==> config.mk <==
export PLATFORM = sky130hd
export DESIGN_NAME = sdlc_lane_ctrl
export DESIGN_NICKNAME = d
export VERILOG_FILES = /design/src/sdlc_cdr.v /design/src/sdlc_lane_ctrl.v
export VERILOG_INCLUDE_DIRS = /design/src
export SDC_FILE = /design/constraint.sdc
export NUM_CORES = 1
export LEC_CHECK = 0
export BUFFER_PORTS_ARGS = -buffer_cell sky130_fd_sc_hd__buf_2
export CORE_ASPECT_RATIO = 1.2
export CORE_MARGIN = 3
export CORE_UTILIZATION = 60
export DETAILED_ROUTE_END_ITERATION = 16
export MAX_ROUTING_LAYER = met4
export PLACE_DENSITY = 0.84
export SETUP_SLACK_MARGIN = 0.1
export SLEW_MARGIN = 20
export SYNTH_ARGS = -nofsm -noshare
export SYNTH_HDL_FRONTEND = slang
export SYNTH_SLANG_ARGS = --single-unit
==> constraint.sdc <==
create_clock -name aclk -period 8.1 [get_ports aclk]
set_input_delay 1.62 -clock aclk [delete_from_list [all_inputs] [get_ports aclk]]
set_output_delay 1.62 -clock aclk [all_outputs]
set_load 0.05 [all_outputs]
==> src/sdlc_defines.vh <==
/*
 constants for the lane control block: register offsets, field positions,
 reset values and timing counts. assumes a 125 MHz aclk.
*/
`ifndef SDLC_DEFINES_VH
`define SDLC_DEFINES_VH
// register byte offsets
`define SDLC_OFF_PLL       8'h00
`define SDLC_OFF_STATUS    8'h04
`define SDLC_OFF_PORTMODE  8'h08
`define SDLC_OFF_RXCFG0    8'h10
`define SDLC_OFF_TXCFG0    8'h20
// lane config fields
`define SDLC_F_EN          0
`define SDLC_F_WIDTH_LO    1
`define SDLC_F_RATE_LO     4
`define SDLC_F_ALIGN_LO    10
`define SDLC_F_LOS_LO      12
`define SDLC_F_CDR_LO      15
`define SDLC_F_EQ_LO       18
`define SDLC_WIDTH20       3'h2
`define SDLC_ALIGN_COMMA   2'h1
`define SDLC_CDR_SECOND    3'h1
`define SDLC_EQ_OFF        4'h0
`define SDLC_EQ_FULL       4'h1
`define SDLC_RATE_HALF     2'h1
`define SDLC_RATE_QUARTER  2'h2
`define SDLC_RATE_EIGHTH   2'h3
// status fields
`define SDLC_ST_LOCK       0
`define SDLC_ST_LOS_LO     4
// reset values
`define SDLC_RST_CFG       32'h00000000
`define SDLC_RST_PORTMODE  3'h0
`define SDLC_PORTMODE_MAX  3'h4
// timing
`define SDLC_CLK_MHZ       125
`define SDLC_SETTLE_NS     1000000000
`define SDLC_SETTLE_CYC    ((`SDLC_SETTLE_NS / 1000) * `SDLC_CLK_MHZ)
`define SDLC_LOCK_CYC      200
`define SDLC_EQ_WIN        12'hfff
`define SDLC_EQ_THRESH     8'h10
`define SDLC_CDR_MAJ       4'h5
`endif

==> src/sdlc_cdr.v <==
/*
 one lane of majority-vote clock recovery, first or second order.
 assumes sample words arrive on aclk with a one-cycle valid.
*/
`timescale 1ns/1ps
`default_nettype none
`include "sdlc_defines.vh"
module sdlc_cdr (
	input  wire       aclk,
	input  wire       aresetn,
	input  wire       lane_en,
	input  wire       freeze,
	input  wire       second_order,
	input  wire       win_valid,
	input  wire [7:0] data_samp,
	input  wire [8:0] phase_samp,
	output reg        step_early_q,
	output reg        step_late_q,
	output reg  [5:0] phase_q
);
	reg        last_q;
	reg  [3:0] freq_q;
	reg  [3:0] n_early;
	reg  [3:0] n_late;
	reg  [8:0] dd;
	reg        maj_e;
	reg        maj_l;
	reg        go_e;
	reg        go_l;
	integer    i;
	//////////////////////////////////////////////////////////////////////
	// vote count over one window
	always @* begin
		n_early = 4'h0;
		n_late = 4'h0;
		dd = {data_samp, last_q};
		for (i = 0; i < 8; i = i + 1) begin
			if (dd[i] != dd[i+1]) begin
				if (phase_samp[i] == dd[i+1])
					n_early = n_early + 4'h1;
				else
					n_late = n_late + 4'h1;
			end
		end
		maj_e = (n_early >= `SDLC_CDR_MAJ);
		maj_l = (n_late >= `SDLC_CDR_MAJ);
		if (second_order) begin
			go_e = maj_e | (!maj_l && freq_q[3] == 1'b0 && freq_q != 4'h0);
			go_l = maj_l | (!maj_e && freq_q[3] == 1'b1);
		end else begin
			go_e = maj_e;
			go_l = maj_l;
		end
	end
	//////////////////////////////////////////////////////////////////////
	always @(posedge aclk) begin
		if (!aresetn || !lane_en) begin
			last_q <= 1'b0;
			freq_q <= 4'h0;
			phase_q <= 6'h00;
			step_early_q <= 1'b0;
			step_late_q <= 1'b0;
		end else begin
			step_early_q <= 1'b0;
			step_late_q <= 1'b0;
			if (win_valid && !freeze) begin
				last_q <= data_samp[7];
				if (go_e) begin
					step_early_q <= 1'b1;
					phase_q <= phase_q - 6'h01;
				end else if (go_l) begin
					step_late_q <= 1'b1;
					phase_q <= phase_q + 6'h01;
				end
				if (second_order && maj_e && freq_q != 4'h7)
					freq_q <= freq_q + 4'h1;
				else if (second_order && maj_l && freq_q != 4'h8)
					freq_q <= freq_q - 4'h1;
				else if (!second_order)
					freq_q <= 4'h0;
			end
		end
	end
endmodule // sdlc_cdr
`default_nettype wire

==> src/sdlc_lane_ctrl.v <==
/*
 four-lane receive/transmit control with an axi4-lite register slave.
 assumes sample words, equalizer votes and comma hits come from aclk
 logic; loss-of-signal pins are asynchronous.
*/
// Local design decisions: the register offsets and the AXI4-Lite register port.
// How it works
// - receiver enable low gates rx logic, clocks
// - signal loss detect powered independently of receiver
// - signal loss freezes clock recovery updates
// - phase sample examined only on data transitions
// - window of eight data, nine phase samples
// - first order steps phase only on early/late majority
// - first order gives one step per majority
// - second order steps from net majority history
// - align field 01 selects comma alignment
// - core logic may request single-bit realignment jog
// - full adaptive mode moves zero at gain limits
// - gain decisions voted over a long interval
// - adaptation off gives flat max gain
// - partial mode adapts gain, zero fixed
// - tx enable low gates tx, byte clock runs
// - rate field 01 is half rate
// - rate codes 10 and 11 quarter and eighth rate
// - bus width field 010 selects 20-bit
// - 1x port uses one lane
// - 2x uses two lanes, 4x all four
// - only documented lane groupings are accepted
// - pll locks 200 cycles after settle, pollable
`timescale 1ns/1ps
`default_nettype none
`include "sdlc_defines.vh"
module sdlc_lane_ctrl #(
	parameter SETTLE_CYC = `SDLC_SETTLE_CYC
) (
	input  wire        aclk,
	input  wire        aresetn,
	input  wire [7:0]  s_axi_awaddr,
	input  wire        s_axi_awvalid,
	output reg         s_axi_awready,
	input  wire [31:0] s_axi_wdata,
	input  wire [3:0]  s_axi_wstrb,
	input  wire        s_axi_wvalid,
	output reg         s_axi_wready,
	output reg  [1:0]  s_axi_bresp,
	output reg         s_axi_bvalid,
	input  wire        s_axi_bready,
	input  wire [7:0]  s_axi_araddr,
	input  wire        s_axi_arvalid,
	output reg         s_axi_arready,
	output reg  [31:0] s_axi_rdata,
	output reg  [1:0]  s_axi_rresp,
	output reg         s_axi_rvalid,
	input  wire        s_axi_rready,
	input  wire [3:0]  rx_los_pin,
	input  wire [3:0]  rx_win_valid,
	input  wire [31:0] rx_data_samp,
	input  wire [35:0] rx_phase_samp,
	input  wire [3:0]  rx_comma_seen,
	input  wire [3:0]  rx_align_jog,
	input  wire [3:0]  eq_vote_up,
	input  wire [3:0]  eq_vote_dn,
	output reg         pll_locked,
	output reg  [3:0]  rx_clk_gate_en,
	output reg  [3:0]  tx_clk_gate_en,
	output reg  [3:0]  tx_byte_clock_out_en,
	output reg  [3:0]  los_det_en,
	output reg  [3:0]  rx_realign,
	output reg  [3:0]  cdr_step_early,
	output reg  [3:0]  cdr_step_late,
	output reg  [15:0] eq_gain,
	output reg  [11:0] eq_zero,
	output reg  [3:0]  eq_flat,
	output reg  [3:0]  lane_width20,
	output reg  [7:0]  lane_samp_code,
	output reg  [7:0]  lane_port,
	output reg  [7:0]  lane_port_width
);
	reg  [31:0] rxcfg_q [0:3];
	reg  [31:0] txcfg_q [0:3];
	reg         pll_en_q;
	reg  [2:0]  portmode_q;
	reg  [26:0] pll_cnt_q;
	reg         settled_q;
	reg  [3:0]  los_m_q;
	reg  [3:0]  los_s_q;
	reg  [3:0]  los_flag_q;
	reg         aw_got_q;
	reg         w_got_q;
	reg  [7:0]  awaddr_q;
	reg  [31:0] wdata_q;
	reg  [3:0]  wstrb_q;
	wire [3:0]  step_e;
	wire [3:0]  step_l;
	reg         aw_n;
	reg         w_n;
	reg         do_wr;
	reg  [31:0] rd_d;
	reg         rd_err;

	function [31:0] merge;
		input [31:0] old;
		input [31:0] nw;
		input [3:0]  st;
		integer b;
		begin
			for (b = 0; b < 4; b = b + 1)
				merge[b*8 +: 8] = st[b] ? nw[b*8 +: 8] : old[b*8 +: 8];
		end
	endfunction

	//////////////////////////////////////////////////////////////////////
	// axi4-lite write path
	always @* begin
		aw_n = aw_got_q | (s_axi_awvalid & s_axi_awready);
		w_n = w_got_q | (s_axi_wvalid & s_axi_wready);
		do_wr = aw_got_q & w_got_q & !s_axi_bvalid;
	end

	always @(posedge aclk) begin
		if (!aresetn) begin
			aw_got_q <= 1'b0;
			w_got_q <= 1'b0;
			awaddr_q <= 8'h00;
			wdata_q <= 32'h00000000;
			wstrb_q <= 4'h0;
			s_axi_awready <= 1'b0;
			s_axi_wready <= 1'b0;
			s_axi_bvalid <= 1'b0;
			s_axi_bresp <= 2'h0;
		end else begin
			if (s_axi_awvalid && s_axi_awready)
				awaddr_q <= s_axi_awaddr;
			if (s_axi_wvalid && s_axi_wready) begin
				wdata_q <= s_axi_wdata;
				wstrb_q <= s_axi_wstrb;
			end
			if (do_wr) begin
				aw_got_q <= 1'b0;
				w_got_q <= 1'b0;
				s_axi_bvalid <= 1'b1;
				s_axi_bresp <= 2'h0;
				if (awaddr_q[7:6] != 2'h0 || awaddr_q[1:0] != 2'h0)
					s_axi_bresp <= 2'h2;
				else if (awaddr_q == `SDLC_OFF_STATUS)
					s_axi_bresp <= 2'h2;
				else if (awaddr_q == `SDLC_OFF_PORTMODE && wstrb_q[0]
						&& wdata_q[2:0] > `SDLC_PORTMODE_MAX)
					s_axi_bresp <= 2'h2;
				else if (awaddr_q[7:4] == 4'h0 && awaddr_q[3:2] == 2'h3)
					s_axi_bresp <= 2'h2;
			end else begin
				aw_got_q <= aw_n;
				w_got_q <= w_n;
				if (s_axi_bvalid && s_axi_bready)
					s_axi_bvalid <= 1'b0;
			end
			s_axi_awready <= !aw_n && !do_wr && !(s_axi_bvalid && !s_axi_bready);
			s_axi_wready <= !w_n && !do_wr && !(s_axi_bvalid && !s_axi_bready);
		end
	end

	//////////////////////////////////////////////////////////////////////
	// register storage
	always @(posedge aclk) begin : regs
		integer n;
		if (!aresetn) begin
			for (n = 0; n < 4; n = n + 1) begin
				rxcfg_q[n] <= `SDLC_RST_CFG;
				txcfg_q[n] <= `SDLC_RST_CFG;
			end
			pll_en_q <= 1'b0;
			portmode_q <= `SDLC_RST_PORTMODE;
		end else if (do_wr) begin
			if (awaddr_q == `SDLC_OFF_PLL && wstrb_q[0])
				pll_en_q <= wdata_q[0];
			if (awaddr_q == `SDLC_OFF_PORTMODE && wstrb_q[0]
					&& wdata_q[2:0] <= `SDLC_PORTMODE_MAX)
				portmode_q <= wdata_q[2:0];
			if (awaddr_q[7:4] == 4'h1)
				rxcfg_q[awaddr_q[3:2]] <= merge(rxcfg_q[awaddr_q[3:2]], wdata_q, wstrb_q);
			if (awaddr_q[7:4] == 4'h2)
				txcfg_q[awaddr_q[3:2]] <= merge(txcfg_q[awaddr_q[3:2]], wdata_q, wstrb_q);
		end
	end

	//////////////////////////////////////////////////////////////////////
	// axi4-lite read path
	always @* begin
		rd_d = 32'h00000000;
		rd_err = 1'b0;
		if (s_axi_araddr[7:4] == 4'h1 && s_axi_araddr[1:0] == 2'h0)
			rd_d = rxcfg_q[s_axi_araddr[3:2]];
		else if (s_axi_araddr[7:4] == 4'h2 && s_axi_araddr[1:0] == 2'h0)
			rd_d = txcfg_q[s_axi_araddr[3:2]];
		else if (s_axi_araddr == `SDLC_OFF_PLL)
			rd_d = {31'h00000000, pll_en_q};
		else if (s_axi_araddr == `SDLC_OFF_STATUS)
			rd_d = {24'h000000, los_flag_q, 3'h0, pll_locked};
		else if (s_axi_araddr == `SDLC_OFF_PORTMODE)
			rd_d = {29'h00000000, portmode_q};
		else
			rd_err = 1'b1;
	end

	always @(posedge aclk) begin
		if (!aresetn) begin
			s_axi_arready <= 1'b0;
			s_axi_rvalid <= 1'b0;
			s_axi_rdata <= 32'h00000000;
			s_axi_rresp <= 2'h0;
		end else begin
			if (s_axi_arvalid && s_axi_arready) begin
				s_axi_rvalid <= 1'b1;
				s_axi_rdata <= rd_d;
				s_axi_rresp <= rd_err ? 2'h2 : 2'h0;
				s_axi_arready <= 1'b0;
			end else if (s_axi_rvalid && s_axi_rready) begin
				s_axi_rvalid <= 1'b0;
				s_axi_arready <= 1'b1;
			end else if (!s_axi_rvalid) begin
				s_axi_arready <= 1'b1;
			end
		end
	end

	//////////////////////////////////////////////////////////////////////
	// pll settle and lock
	always @(posedge aclk) begin
		if (!aresetn || !pll_en_q) begin
			pll_cnt_q <= 27'h0000000;
			settled_q <= 1'b0;
			pll_locked <= 1'b0;
		end else if (!settled_q) begin
			if (pll_cnt_q >= SETTLE_CYC[26:0] - 27'h0000001) begin
				settled_q <= 1'b1;
				pll_cnt_q <= 27'h0000000;
			end else
				pll_cnt_q <= pll_cnt_q + 27'h0000001;
		end else if (!pll_locked) begin
			if (pll_cnt_q >= `SDLC_LOCK_CYC - 1)
				pll_locked <= 1'b1;
			else
				pll_cnt_q <= pll_cnt_q + 27'h0000001;
		end
	end

	//////////////////////////////////////////////////////////////////////
	// loss of signal: pin sync, powered from its own field
	always @(posedge aclk) begin
		if (!aresetn) begin
			los_m_q <= 4'h0;
			los_s_q <= 4'h0;
		end else begin
			los_m_q <= rx_los_pin;
			los_s_q <= los_m_q;
		end
	end

	//////////////////////////////////////////////////////////////////////
	// port grouping
	always @(posedge aclk) begin
		if (!aresetn) begin
			lane_port <= 8'h00;
			lane_port_width <= 8'h00;
		end else begin
			case (portmode_q)
			3'h0: begin
				lane_port <= 8'he4;
				lane_port_width <= 8'h00;
			end
			3'h1: begin
				lane_port <= 8'he0;
				lane_port_width <= 8'h05;
			end
			3'h2: begin
				lane_port <= 8'ha4;
				lane_port_width <= 8'h50;
			end
			3'h3: begin
				lane_port <= 8'ha0;
				lane_port_width <= 8'h55;
			end
			3'h4: begin
				lane_port <= 8'h00;
				lane_port_width <= 8'haa;
			end
			default: begin
				lane_port <= 8'he4;
				lane_port_width <= 8'h00;
			end
			endcase
		end
	end

	//////////////////////////////////////////////////////////////////////
	// per-lane control
	genvar g;
	generate
		for (g = 0; g < 4; g = g + 1) begin : lane
			wire       rx_en = rxcfg_q[g][`SDLC_F_EN];
			wire [3:0] eqm = rxcfg_q[g][`SDLC_F_EQ_LO +: 4];
			wire [1:0] rate = rxcfg_q[g][`SDLC_F_RATE_LO +: 2];
			wire [12:0] thr = {5'h00, `SDLC_EQ_THRESH};
			reg  [11:0] win_q;
			reg  [12:0] vote_q;
			reg         jog_q;

			sdlc_cdr u_cdr (
				.aclk         (aclk),
				.aresetn      (aresetn),
				.lane_en      (rx_en),
				.freeze       (los_flag_q[g]),
				.second_order (rxcfg_q[g][`SDLC_F_CDR_LO +: 3] == `SDLC_CDR_SECOND),
				.win_valid    (rx_win_valid[g]),
				.data_samp    (rx_data_samp[g*8 +: 8]),
				.phase_samp   (rx_phase_samp[g*9 +: 9]),
				.step_early_q (step_e[g]),
				.step_late_q  (step_l[g]),
				.phase_q      ()
			);

			always @(posedge aclk) begin
				if (!aresetn) begin
					los_flag_q[g] <= 1'b0;
					los_det_en[g] <= 1'b0;
					rx_clk_gate_en[g] <= 1'b0;
					tx_clk_gate_en[g] <= 1'b0;
					tx_byte_clock_out_en[g] <= 1'b0;
					rx_realign[g] <= 1'b0;
					cdr_step_early[g] <= 1'b0;
					cdr_step_late[g] <= 1'b0;
					lane_width20[g] <= 1'b0;
					lane_samp_code[g*2 +: 2] <= 2'h0;
					jog_q <= 1'b0;
				end else begin
					los_det_en[g] <= rxcfg_q[g][`SDLC_F_LOS_LO +: 3] != 3'h0;
					los_flag_q[g] <= (rxcfg_q[g][`SDLC_F_LOS_LO +: 3] != 3'h0)
						& los_s_q[g];
					rx_clk_gate_en[g] <= rx_en;
					tx_clk_gate_en[g] <= txcfg_q[g][`SDLC_F_EN];
					tx_byte_clock_out_en[g] <= pll_locked;
					cdr_step_early[g] <= step_e[g] & rx_en;
					cdr_step_late[g] <= step_l[g] & rx_en;
					jog_q <= rx_align_jog[g];
					if (rxcfg_q[g][`SDLC_F_ALIGN_LO +: 2] == `SDLC_ALIGN_COMMA)
						rx_realign[g] <= rx_en & rx_comma_seen[g];
					else
						rx_realign[g] <= rx_en & rx_align_jog[g] & !jog_q;
					lane_width20[g] <= rxcfg_q[g][`SDLC_F_WIDTH_LO +: 3] == `SDLC_WIDTH20;
					case (rate)
					`SDLC_RATE_HALF:    lane_samp_code[g*2 +: 2] <= 2'h2;
					`SDLC_RATE_QUARTER: lane_samp_code[g*2 +: 2] <= 2'h1;
					`SDLC_RATE_EIGHTH:  lane_samp_code[g*2 +: 2] <= 2'h0;
					default:            lane_samp_code[g*2 +: 2] <= 2'h3;
					endcase
				end
			end

			// equalizer adaptation, vote sum wide enough for a one-sided window
			always @(posedge aclk) begin
				if (!aresetn) begin
					win_q <= 12'h000;
					vote_q <= 13'h0000;
					eq_gain[g*4 +: 4] <= 4'hf;
					eq_zero[g*3 +: 3] <= 3'h0;
					eq_flat[g] <= 1'b1;
				end else if (!rx_en || eqm == `SDLC_EQ_OFF) begin
					win_q <= 12'h000;
					vote_q <= 13'h0000;
					eq_gain[g*4 +: 4] <= 4'hf;
					eq_flat[g] <= 1'b1;
				end else begin
					eq_flat[g] <= 1'b0;
					if (eqm[3])
						eq_zero[g*3 +: 3] <= eqm[2:0];
					win_q <= win_q + 12'h001;
					vote_q <= vote_q + {12'h000, eq_vote_up[g]} - {12'h000, eq_vote_dn[g]};
					if (win_q == `SDLC_EQ_WIN) begin
						win_q <= 12'h000;
						vote_q <= 13'h0000;
						if (!vote_q[12] && vote_q >= thr) begin
							if (eq_gain[g*4 +: 4] != 4'hf)
								eq_gain[g*4 +: 4] <= eq_gain[g*4 +: 4] + 4'h1;
							else if (eqm == `SDLC_EQ_FULL && eq_zero[g*3 +: 3] != 3'h7)
								eq_zero[g*3 +: 3] <= eq_zero[g*3 +: 3] + 3'h1;
						end else if (vote_q[12] && vote_q <= 13'h0000 - thr) begin
							if (eq_gain[g*4 +: 4] != 4'h0)
								eq_gain[g*4 +: 4] <= eq_gain[g*4 +: 4] - 4'h1;
							else if (eqm == `SDLC_EQ_FULL && eq_zero[g*3 +: 3] != 3'h0)
								eq_zero[g*3 +: 3] <= eq_zero[g*3 +: 3] - 3'h1;
						end
					end
				end
			end
		end
	endgenerate
endmodule // sdlc_lane_ctrl
`default_nettype wire

[After elaboration in Yosys (flattened, before gate mapping)]
Memory sizes are Yosys's and may differ from the RTL's. A register that Yosys moved wholly into a read port is not among the register bits.
Index checks and enable logic that the tools add are counted.
Storage, ports and cells
  flip-flop bits (word level): 345
  memory bits (writable): 256
  output and inout bits: 130
  word-level logic and storage cells: 857
  memories: 2
Memory list
  rxcfg_q: depth 4, width 32, rd ports 5, clocked after memory_dff 0, wr ports 4, RTL line sdlc_lane_ctrl.v:79  | reg [31:0] rxcfg_q [0:3];
  txcfg_q: depth 4, width 32, rd ports 5, clocked after memory_dff 4, wr ports 4, RTL line sdlc_lane_ctrl.v:80  | reg [31:0] txcfg_q [0:3];
Operators by class
  add/subtract/negate cells: 93
  order comparisons: 20
  eq/ne operators: 144
  muxes and demuxes: 270
  bitwise gates (word level): 47
  reduce and logical (&&, ||, !) cells: 186
Operators with widths (count)
  $mux W4: 146
  $add A4 B1 Y4 const B: 60
  $mux W32: 4
  $mux W27: 4
  $mux W3: 33
  $mux W8: 10
  $logic_and A1 B1 Y1: 65
  $pmux W8 S4: 2
  $reduce_or A32 Y1: 2
  $mux W1: 60
  $add A13 B1 Y13: 4
  $ge A13 B5 Y1 const B: 4
  $le A13 B13 Y1 const B: 4
  $sub A13 B1 Y13: 4
  $add A12 B1 Y12 const B: 4
  $eq A12 B12 Y1 const B: 4
  $logic_not A1 Y1: 36
  $eq A1 B1 Y1: 32
  $ge A4 B3 Y1 const B: 8
  $ne A1 B1 Y1: 32
  $ne A4 B4 Y1 const B: 8
  $reduce_bool A4 Y1: 8
  $sub A4 B1 Y4 const B: 8
  $reduce_and A2 Y1: 15
  36 further kinds: 203

[Longest topological paths before layout]
Gate-level depths: netlist (run 1).
  depth after elaboration: 31
  mapped depth: 32

[By module]
From an unflattened synthesis (run 1), not the netlist that was laid out.
Unflattened totals
  cells, all modules: 4039
  area, all modules: 38953.6 um^2
By module, submodules not included
  sdlc_lane_ctrl: times used 1, cells an instance 2491, area each 27272.4 um^2, seq. area each 13873.3 um^2
  sdlc_cdr: times used 4, cells an instance 387, area each 2920.3 um^2, seq. area each 260.2 um^2

[Worst setup path after synthesis (run 1)]
No wires, ideal clock.
  path type: in2reg
  start point: input rx_data_samp[17]
  end point: register lane[2].u_cdr.freq_q[2]
  library setup time: 0.075 ns
  arrival time: 7.312 ns
  data required time: 8.025 ns
  setup slack: 0.713 ns
  stages on the path: 31
  path buffers: 2
  cell sequence: buf_2 buf_2 xor2_1 ha_1 a221o_1 and2_1 ha_1 a22o_1 xnor2_1 o21ai_0 ha_1 nor3b_1 o21ai_0 a211oi_1 a31o_2 nor2_1 ha_1 nand2_1 o31ai_1 ha_1 nand2b_1 xnor2_1 xnor2_1 xnor2_1 a2111oi_1 o22ai_1 mux2i_4 nand2_1 or4_1 a211o_1 o22ai_1
On the way
  longest elaborated chain between the ends: 26
RTL lines
  from (decl): RTL line sdlc_lane_ctrl.v:57  | input wire [31:0] rx_data_samp,
  $eq A1 B1 Y1: RTL line sdlc_cdr.v:39  | if (phase_samp[i] == dd[i+1])
  $mux W4: RTL line sdlc_cdr.v:39
  $mux W4: RTL line sdlc_cdr.v:38  | if (dd[i] != dd[i+1]) begin
  $add A4 B1 Y4 (on tied branches): RTL line sdlc_cdr.v:42, sdlc_cdr.v:40
  $mux W4: RTL line sdlc_cdr.v:39
  $mux W4: RTL line sdlc_cdr.v:38
  $add A4 B1 Y4 (on tied branches): RTL line sdlc_cdr.v:42, sdlc_cdr.v:40
  $mux W4: RTL line sdlc_cdr.v:39
  (+9 left out)
  $mux W4: RTL line sdlc_cdr.v:38
  $add A4 B1 Y4 (on tied branches): RTL line sdlc_cdr.v:42, sdlc_cdr.v:40
  $mux W4: RTL line sdlc_cdr.v:39
  $mux W4: RTL line sdlc_cdr.v:38
  $ge A4 B3 Y1 (no line)
  $logic_and A1 B1 Y1 (on tied branches) (2 in series): RTL line sdlc_cdr.v:77, sdlc_cdr.v:75
  $ne A3 B3 Y1 (no line) / $mux W4 (equally long branches)
  $reduce_and A2 Y1 (no line) / $mux W4 (equally long branches)
  to (signal assigned): RTL line sdlc_cdr.v:76  | freq_q <= freq_q + 4'h1;
  to (signal assigned): RTL line sdlc_cdr.v:78  | freq_q <= freq_q - 4'h1;
  to (decl): RTL line sdlc_cdr.v:22  | reg [3:0] freq_q;
Several ways; a longest one is shown, not always the timed one.
A chain may end at the register's enable or synchronous reset.

[Worst setup path after layout (run 1)]
  start point: input rx_data_samp[16]
  end point: register lane[2].u_cdr.freq_q[2]
On the way
  longest elaborated chain between the ends: 29
RTL lines (RTL line)
  $eq A1 B1 Y1: sdlc_cdr.v:39
  $mux W1: sdlc_cdr.v:39
  $mux W4 / $mux W1 (equally long branches): sdlc_cdr.v:38
  $add A4 B1 Y4 / $add A1 B1 Y2 (equally long branches): sdlc_cdr.v:42, sdlc_cdr.v:40
  $mux W4: sdlc_cdr.v:39
  $mux W4: sdlc_cdr.v:38
  $add A4 B1 Y4 (on tied branches): sdlc_cdr.v:42, sdlc_cdr.v:40
  $mux W4: sdlc_cdr.v:39
  (+12 left out)
  $mux W4: sdlc_cdr.v:38
  $add A4 B1 Y4 (on tied branches): sdlc_cdr.v:42, sdlc_cdr.v:40
  $mux W4: sdlc_cdr.v:39
  $mux W4: sdlc_cdr.v:38
  $ge A4 B3 Y1 (no line)
  $logic_and A1 B1 Y1 (on tied branches) (2 in series): sdlc_cdr.v:77, sdlc_cdr.v:75
  $ne A3 B3 Y1 (no line) / $mux W4 (equally long branches)
  $reduce_and A2 Y1 (no line) / $mux W4 (equally long branches)
Several ways; a longest one is shown, not always the timed one.

==> results of run 1 <==
## layout make-up
type	instances	area, sq um	area share
clock inverter	38	531	0.0134
clock buffer	70	1560	0.0394
tap	792	991	0.0251
inverter	184	691	0.0175
timing repair buffer	291	1510	0.0383
antenna	8	20.0	0.000506
sequential	593	14400	0.365
multi-input combinational	2774	19800	0.501
## logic make-up (layout without fill, tap and decap cells)
family / after synthesis / after routing / share of synthesized area
other cells: 1 / 14 / 0.000105
fa+ha+maj: 217 / 217 / 0.0781
mux: 120 / 120 / 0.0573
buf+inv: 337 / 583 / 0.0381
simple gates: 1495 / 1495 / 0.221
flops: 593 / 593 / 0.406
xor+xnor: 261 / 261 / 0.0693
compound gates: 675 / 675 / 0.131
## layout by cell type (no fill, tap or decap), drive strengths merged, types with 134 or more instances in the layout
master  netlist  final
ha          209    209
o21ai       134    134
buf          44    291
nand2       322    322
dfxtp       337    337
and2        300    300
xnor2       166    166
nor2        331    331
inv         183    187
a21oi       139    139
edfxtp      256    256
## metal layers
layer	vias up	track usage
met5	-	-
met4	0	0.0997
met3	185	0.0326
met2	819	0.475
met1	13200	0.311
li1	13500	-
## power by group through the flow
stage | sequential, mW | combinational (mW) | clock (mW)
4_1_cts | 3.30 | 1.62 | 2.94
2_1_floorplan | 3.40 | 1.22 | 0
3_3_place_gp | 3.36 | 1.56 | 0
5_1_grt | 3.31 | 1.82 | 3.06
3_5_place_dp | 3.36 | 1.61 | 0
6_report | 3.30 | 1.63 | 2.90
## sequential cells by signal, summed over array words and instances, names as in the netlist, 8 cells and up
| register | flops |
|---|---|
| lane.vote_q | 52 |
| lane.u_cdr.freq_q | 16 |
| lane_samp_code | 8 |
| pll_cnt_q | 27 |
| rxcfg_q | 128 |
| s_axi_rdata | 32 |
| eq_zero | 12 |
| wdata_q | 32 |
| txcfg_q | 128 |
| eq_gain | 16 |
| awaddr_q | 8 |
| lane.win_q | 48 |
## critical path, delay by kind of cell
family,cells,cell delay [ns]
AND/OR/NAND/NOR,9,1.52
XOR/XNOR,4,0.53
multiplexers,1,0.22
AO/OA/AOI/OAI,11,2.59
adder cells (fa/ha/maj),5,1.25
buffers and inverters,1,0.18
## final timing paths
check	to	slack (ns)	cells past startpoint
setup reg to reg	lane[2].u_cdr.freq_q[2]$_SDFFE_PP0P_	1.45	30
setup / recovery	lane[2].u_cdr.freq_q[2]$_SDFFE_PP0P_	0.72	31
hold / removal	lane_samp_code[5]$_SDFF_PN0_	0.40	1
hold reg to reg	lane_samp_code[5]$_SDFF_PN0_	0.40	1
## cells in the mapped netlist (13+ instances only)
library cell  instances
o21ai_0             126
nor3_1               46
a31oi_1              21
a221oi_1             37
nand3b_1             21
o22ai_1              24
a211oi_1             34
nand3_1              78
nand2_1             322
buf_4                19
a21boi_0             59
nand4_1              35
nor2_1              330
edfxtp_1            256
nor2b_1              49
clkbuf_1            109
or3_1                25
o21a_1               16
mux4_2               64
dfxtp_1             337
o21bai_1             32
a21oi_1             136
and2_1              300
xor2_1               85
nand2b_1             78
or2_2                16
a22oi_1              21
ha_1                209
inv_1               183
a21o_1               13
and3_1               52
xnor2_1             161
nor3b_1              47
nor4_1               24
buf_2                15
mux2i_1              44
==> reports/qor.yml, run 1 <==
area_growth_pct: 11.2
rsz0062_at_grt: "false"
htree_levels: 2
worst_hold_slack_ns: 0.398
cp-end-kind: "register"
detail-route-antenna-nets: 0
startpoint: "rx_data_samp[16]"
ctsResizeCount: 0
top_layer_used: "met4"
grt_overflow: 0
switching_share: 0.286
syn-cell-area_sq_um: 35500
post-cts-setup-buffers: 0
clock-root-buffer: "clkbuf_16"
drtIter0Drc: 1777
finalMaxSlewViolations: 0
status: "finished, final reports clean"
place.gp.congestion: 0.928
yosysSeqAreaShare: 0.406
comb_power_share: 0.208
ys_ff_latch: 593
holdCritStartpoint: "rxcfg_q[2][5]$_SDFFCE_PN0P_"
cts_sinks: 593
clk_latency_ns: 0.67
wl_met1_mm: 33.2
worstPathArrival_ns: 7.92
synth_area_leaders: "edfxtp_1, dfxtp_1, ha_1"
wl_met3_mm: 4.70
grt_pass1_vias: 26800
dr.pass1.iters: 5
seq_power_share: 0.421
setup-violations-final: 0
max_freq_mhz: 136
tns_ns: 0
postSynthAreaPerCell_sq_um: 9.61
cts_tree: "built"
rows: 97
grt_use_total: 0.267
grt_pass1_wl_mm: 134
setup_ws_ns: 0.722
worstMarginPinSlew_ns: 1.08
period_needed_ns: 7.38
die_area_sq_um: 62200
synthFlopType: "dfxtp_1"
yosysUniqueCellTypes: 103
yosysWarnings: 0
final_util: 0.676
p_int_mw: 5.60
wirelength_mm: 83.6
synth_area_leader_cell: "edfxtp_1"
finalHoldViolCount: 0
wl_per_cell_microns: 17.6
hold_path_class: "register to register"
async_reset_ff_frac: 0
crit_top_cell: "ha_1"
p_clk_frac: 0.371
port_buffers: 270
wl_met2_mm: 42.8
critPathSlowestCell: "or4_1"
max-slew-margin-rel: 0.276
critPathLaunchType: "primary input"
timing.final.crit_share: 0.911
stdcell_area_sq_um: 39500
cp_max_fo: 11
power_density_nw_per_um2: 198
die_w_microns: 228
place_hpwl_mm: 61.2
core-area_sq_um: 58500
grt_max_degree: 81
p_leak_nw: 15.7
die_y_microns: 273
path_clk_slew_ns: 0.06
placed_cells: 4633
finalPower_mw: 7.83
drc: 0
required_ns: 8.64
numCtsBuffers: 57
place_ws_ns: 0.100
vias: 27700
postSynthCellCount: 3699
nets: 4269
max_stage_delay_ns: 0.40
critPathKind: "primary input to register"
vias_per_cell: 5.84
antenna_found_initial: 9
place_area_sq_um: 37400
ir_drop_mv: 0.169
initial_core_util: 0.608
io_pins: 281
hold_buffers: 0
drive_above_1_share: 0.134
layout.cells.non_filler: 4750
crit-reg2reg-launch: "lane[2].u_cdr.last_q$_SDFFE_PP0P_"
synth.top_cell.area_share: 0.216
maxCapViolations: 0
fin_worst_skew_ns: 0.0633
p_sw_mw: 2.24
fillCellCount: 4466
synth_edf_count: 256
clock_path_buffers: 3
Note: power is estimated with default switching activity, not from simulation.
==> run 2, diff against run 1 <==
Settings changed: ABC_AREA from default to 1.
==> run 2 against run 1 <==
Net effect:
- register-to-register slack better by 1.6 ns
- first-iteration DRC count is 32% higher
- fmax increased by 26%
- global-route usage up 1.4 points
- synthesized cell count increased by 20%
- hold slack better by 0.011 ns
- flip-flop and latch count stayed put
- die area decreased by 4.8%
- critical path type unchanged
==> reports/qor.yml, run 2 <==
vias_per_cell: 5.56
fillCellCount: 4456
crit_top_cell: "nand2_1"
grt_use_total: 0.282
clock-root-buffer: "clkbuf_16"
placed_cells: 5335
status: "finished, final reports clean"
rr_worst_depth: 36
layout.cells.non_filler: 5442
yosysSeqAreaShare: 0.427
setup-violations-final: 0
initial_core_util: 0.611
area_growth_pct: 11.6
finalMaxSlewViolations: 0
io_pins: 281
clock_path_buffers: 3
postSynthAreaPerCell_sq_um: 7.62
max_freq_mhz: 171
crit-reg2reg-launch: "lane[0].u_cdr.last_q$_SDFFE_PP0P_"
synth_edf_count: 256
top_layer_used: "met4"
synth_area_leader_cell: "edfxtp_1"
multi_input_area_sq_um: 16500
vias: 30200
synth_common_cells: "nand2_1, nor2_1, inv_1"
nets: 5042
ir_drop_mv: 0.207
grt_pass1_wl_mm: 135
timing.final.crit_share: 0.721
seqCellArea_sq_um: 14400
async_reset_ff_frac: 0
wirelength_mm: 83.9
grt_max_degree: 75
stdcell_area_sq_um: 37700
power_density_nw_per_um2: 200
max-slew-margin-rel: 0.341
ctsResizeCount: 0
critPathLaunchType: "primary input"
maxCapViolations: 0
wl_met3_mm: 5.94
drc: 0
place.gp.congestion: 0.917
finalHoldViolCount: 0
holdCritStartpoint: "lane[3].u_cdr.step_early_q$_SDFF_PP0_"
top_regs: "rxcfg_q x128, txcfg_q x128, lane.vote_q x52"
wl_per_cell_microns: 15.4
antenna_cells: 0
detail-route-antenna-nets: 0
synth_area_leaders: "edfxtp_1, dfxtp_1, nand2_1"
hold_path_class: "register to register"
clk_latency_ns: 0.64
antenna_found_initial: 0
cp_max_fo: 7
drtIter0Drc: 2351
critPathSlowestCell: "ha_1"
fin_worst_skew_ns: 0.0224
dr.pass1.iters: 7
tns_ns: 0
wl_met2_mm: 42.0
post-cts-setup-buffers: 0
grt_overflow: 0
final_util: 0.682
period_needed_ns: 5.84
rsz0062_at_grt: "false"
worstPathArrival_ns: 6.35
whs_path_depth: 2
place_hpwl_mm: 59.7
hold_end: "cdr_step_early[3]$_SDFF_PN0_"
final_cell_mix: "nand2_1, nor2_1, inv_1"
die_area_sq_um: 59200
synthFlopType: "dfxtp_1"
wl_met1_mm: 32.5
grt_pass1_vias: 28700
ys_ff_latch: 593
yosysUniqueCellTypes: 60
cts_tree: "built"
path_clk_slew_ns: 0.06
numCtsBuffers: 57
htree_levels: 2
p_leak_nw: 17.0
reg2reg_slack_ns: 3.02
port_buffers: 270
syn-cell-area_sq_um: 33800
core-area_sq_um: 55300
die_y_microns: 266
r2r_end: "lane[0].u_cdr.freq_q[1]$_SDFFE_PP0P_"
worstMarginPinSlew_ns: 0.989
synth_most_common_cell: "nand2_1"
place_area_sq_um: 35700
max_stage_delay_ns: 0.30
place_ws_ns: 1.66
drive_above_1_share: 0.0995
cp-end-kind: "register"
hold_buffers: 0
rows: 94
setup_ws_ns: 2.26
postSynthCellCount: 4435
yosysWarnings: 0
die_w_microns: 223
synth.top_cell.area_share: 0.228
critPathKind: "primary input to register"
required_ns: 8.61
cts_sinks: 593
layout_commonest_cell: "nand2_1"
-- run 2: cell types whose count changed in the layout (fill, tap and decap cells not counted), sizes merged, moves of 64 or more --
cell / previous run / this run
nand2: 322 / 929
inv: 187 / 594
nor2: 331 / 734
and2: 300 / 2
nand3: 78 / 264
o21ai: 134 / 300
xnor2: 166 / 74
nand2b: 78 / 0
mux4: 64 / 0
-- run 2: through the flow --
stage | power (mW) | hold WS (ns)
finish | 7.54 | 0.409
global route | 7.92 | 0.424
CTS | 7.56 | 0.411
detailed placement | 4.78 | 0.402
global placement | 4.73 | 0.394
floorplan | 4.44 | 0.390
-- run 2: cells by family after synthesis --
group | count (synthesis) | synth area share
AOI/OAI and AO/OA | 636 | 0.108
xor gates and xnor gates | 133 | 0.0349
adders and majority gates | 217 | 0.0821
buffers and inverters | 738 | 0.0846
DFF | 593 | 0.427
muxes | 1 | 0.000333
other | 1 | 0.000111
and+or+nand+nor | 2116 | 0.262
-- run 2: critical path, delay by kind of cell --
kind | cells | cell delay (ns)
fa+ha+maj | 5 | 1.36
simple gates | 22 | 2.09
compound gates | 4 | 0.64
buf+inv | 8 | 0.63
-- run 2: worst max path at each step --
stage | startpoint | endpoint | slack, ns
2_1_floorplan | rx_data_samp[16] | lane[2].u_cdr.freq_q[3]$_SDFFE_PP0P_ | 2.17
3_3_place_gp | rx_data_samp[16] | lane[2].u_cdr.freq_q[3]$_SDFFE_PP0P_ | 1.76
3_5_place_dp | rx_data_samp[16] | lane[2].u_cdr.freq_q[1]$_SDFFE_PP0P_ | 1.66
4_1_cts | rx_data_samp[16] | lane[2].u_cdr.freq_q[1]$_SDFFE_PP0P_ | 2.31
5_1_grt | rx_data_samp[16] | lane[2].u_cdr.freq_q[1]$_SDFFE_PP0P_ | 1.72
6_report | rx_data_samp[16] | lane[2].u_cdr.freq_q[1]$_SDFFE_PP0P_ | 2.26
-- run 2: metal layers --
layer | vias up | track usage
li1 | 14900 | -
met1 | 13900 | 0.322
met2 | 1135 | 0.496
met3 | 266 | 0.0379
met4 | 0 | 0.122
met5 | - | -
-- run 2: report_power, final --
| part | switching, mW | internal, mW |
|---|---|---|
| Clock | 1.21 | 1.59 |
| Combinational | 0.989 | 0.476 |
| Sequential | 0.0599 | 3.22 |
-- run 2: area by class of cell --
type	instances	area share
Clock inverter	38	0.0109
Tap cell	720	0.0239
Inverter	628	0.0625
Multi-Input combinational cell	3109	0.439
Timing Repair Buffer	285	0.0389
Clock buffer	69	0.0419
Sequential cell	593	0.383
==> run 3, diff against run 2 <==
Clock period 8.1 ns to 5.4 ns, I/O delays scaled along.
==> run 3 against run 2 <==
Net effect:
- routed wire length grew 0.66%
- flip-flop and latch count is the same
- critical endpoint is now lane[0].u_cdr.freq_q[1]$_SDFFE_PP0P_
- sequential share of layout area shrank 0.55 points
- highest routed layer unchanged
- combinational power grew 56%
- largest cell class unchanged
==> reports/qor.yml, run 3 (synthesis results as in run 2) <==
status: "finished, final reports clean"
critPathSlowestCell: "ha_1"
period_needed_ns: 4.91
finalHoldViolCount: 0
whs_path_depth: 2
reg2reg_slack_ns: 0.63
path_delay_family: "simple AND/OR/NAND/NOR gates"
seqCellArea_sq_um: 14400
path_clk_slew_ns: 0.07
grt_use_total: 0.284
layout_commonest_cell: "nand2_1"
critPathLaunchType: "primary input"
crit_top_cell: "nand2_1"
max_freq_mhz: 203
antenna_found_initial: 1
grt_overflow: 0
comb_power_share: 0.195
tns_ns: 0
setup_ws_ns: 0.486
port_buffers: 270
critPathKind: "primary input to register"
hold_path_class: "register to register"
worstPathArrival_ns: 5.45
grt_pass1_wl_mm: 136
rsz0062_at_grt: "false"
rr_worst_depth: 36
worstMarginPinSlew_ns: 1.19
switching_share: 0.295
htree_levels: 2
clk_latency_ns: 0.64
cts_sinks: 593
layout.cells.non_filler: 5488
ir_drop_mv: 0.323
dr.pass1.iters: 6
place_hpwl_mm: 61.0
grt_max_degree: 63
drive_above_1_share: 0.111
clock_path_buffers: 3
vias_per_cell: 5.52
io_pins: 281
nets: 5084
detail-route-antenna-nets: 0
numCtsBuffers: 58
critical_path_buf_inv_count: 8
drtIter0Drc: 2529
p_sw_mw: 3.46
fillCellCount: 4374
wirelength_mm: 84.5
die_y_microns: 266
die_area_sq_um: 59200
fin_worst_skew_ns: 0.0237
p_leak_nw: 17.3
core-area_sq_um: 55300
wl_per_cell_microns: 15.4
cp_max_fo: 6
p_int_mw: 8.25
cp-end-kind: "register"
place.gp.congestion: 0.898
place_ws_ns: -0.214
timing.final.crit_share: 0.910
max_stage_delay_ns: 0.29
cp.depth: 37
required_ns: 5.93
holdCritStartpoint: "lane[1].u_cdr.step_early_q$_SDFF_PP0_"
initial_core_util: 0.611
area_growth_pct: 13.2
startpoint: "rx_data_samp[0]"
die_w_microns: 223
rows: 94
max-slew-margin-rel: 0.202
final_cell_mix: "nand2_1, nor2_1, inv_1"
maxCapViolations: 0
p_clk_frac: 0.386
crit-reg2reg-launch: "lane[0].u_cdr.last_q$_SDFFE_PP0P_"
setup-violations-final: 0
top_regs: "rxcfg_q x128, txcfg_q x128, lane.vote_q x52"
placed_cells: 5375
drc: 0
seq_power_share: 0.420
finalPower_mw: 11.7
cts_tree: "built"
clock-root-buffer: "clkbuf_16"
grt_pass1_vias: 29100
multi_input_area_sq_um: 16600
vias: 30300
finalMaxSlewViolations: 0
power_density_nw_per_um2: 306
## run 3: cell count changes in the layout (fill, tap and decap cells not counted), sizes merged
cell      previous run  this run
buf                285       326
bufinv               6        11
inv                594       601
diode                0         2
clkinvlp            10         7
clkinv              56        50
## run 3: layout make-up
class | count | area share
Inverter | 628 | 0.0616
Tap cell | 720 | 0.0236
Multi-Input combinational cell | 3109 | 0.435
Clock inverter | 41 | 0.0148
Antenna cell | 2 | 0.000131
Clock buffer | 69 | 0.0415
Sequential cell | 593 | 0.377
Timing Repair Buffer | 326 | 0.0464
## run 3: power by group through the flow
| stage | clock network [mW] | logic (mW) | registers, mW |
|---|---|---|---|
| 3_5_place_dp | 0 | 2.24 | 5.01 |
| 2_1_floorplan | 0 | 1.58 | 5.08 |
| 4_1_cts | 4.56 | 2.26 | 4.91 |
| 5_1_grt | 4.74 | 2.60 | 4.93 |
| 6_report | 4.52 | 2.28 | 4.91 |
| 3_3_place_gp | 0 | 2.16 | 5.00 |
## run 3: repair_timing
action                     4_1_cts  5_1_grt
setup endpoints to repair        0       15
resized for setup                0       12
setup buffers                    0        1
hold buffers                     0        0
## run 3: final timing paths
| check | end |
|---|---|
| worst max register to register | lane[0].u_cdr.freq_q[1]$_SDFFE_PP0P_ |
| worst max-delay path | lane[0].u_cdr.freq_q[1]$_SDFFE_PP0P_ |
| worst min-delay path | cdr_step_early[1]$_SDFF_PN0_ |
| worst min register to register | cdr_step_early[1]$_SDFF_PN0_ |
## run 3: worst reg2reg max path: cells and delay by family, from the launching register on
family	cells	cell delay (ns)
and+or+nand+nor	21	1.87
adders and majority gates	5	1.39
buffers and inverters	7	0.51
AOI/OAI and AO/OA	3	0.49
DFF	1	0.43
## run 3: metal layers
layer | vias to the layer above | track usage | part of all wire
met1 | 13900 | 0.324 | 0.39
met4 | 0 | 0.121 | 0.042
met2 | 1132 | 0.502 | 0.50
met3 | 263 | 0.0391 | 0.071
met5 | - | - | 0
li1 | 15000 | - | -
## run 3: metrics by stage
step                       util  hold slack [ns]  area (sq um)
after floorplan               -            0.390         33800
after global placement    0.652            0.394         36000
after detailed placement  0.652            0.401         36000
after CTS                 0.691            0.410         38200
after global routing      0.692            0.435         38200
final                     0.692            0.409         38200
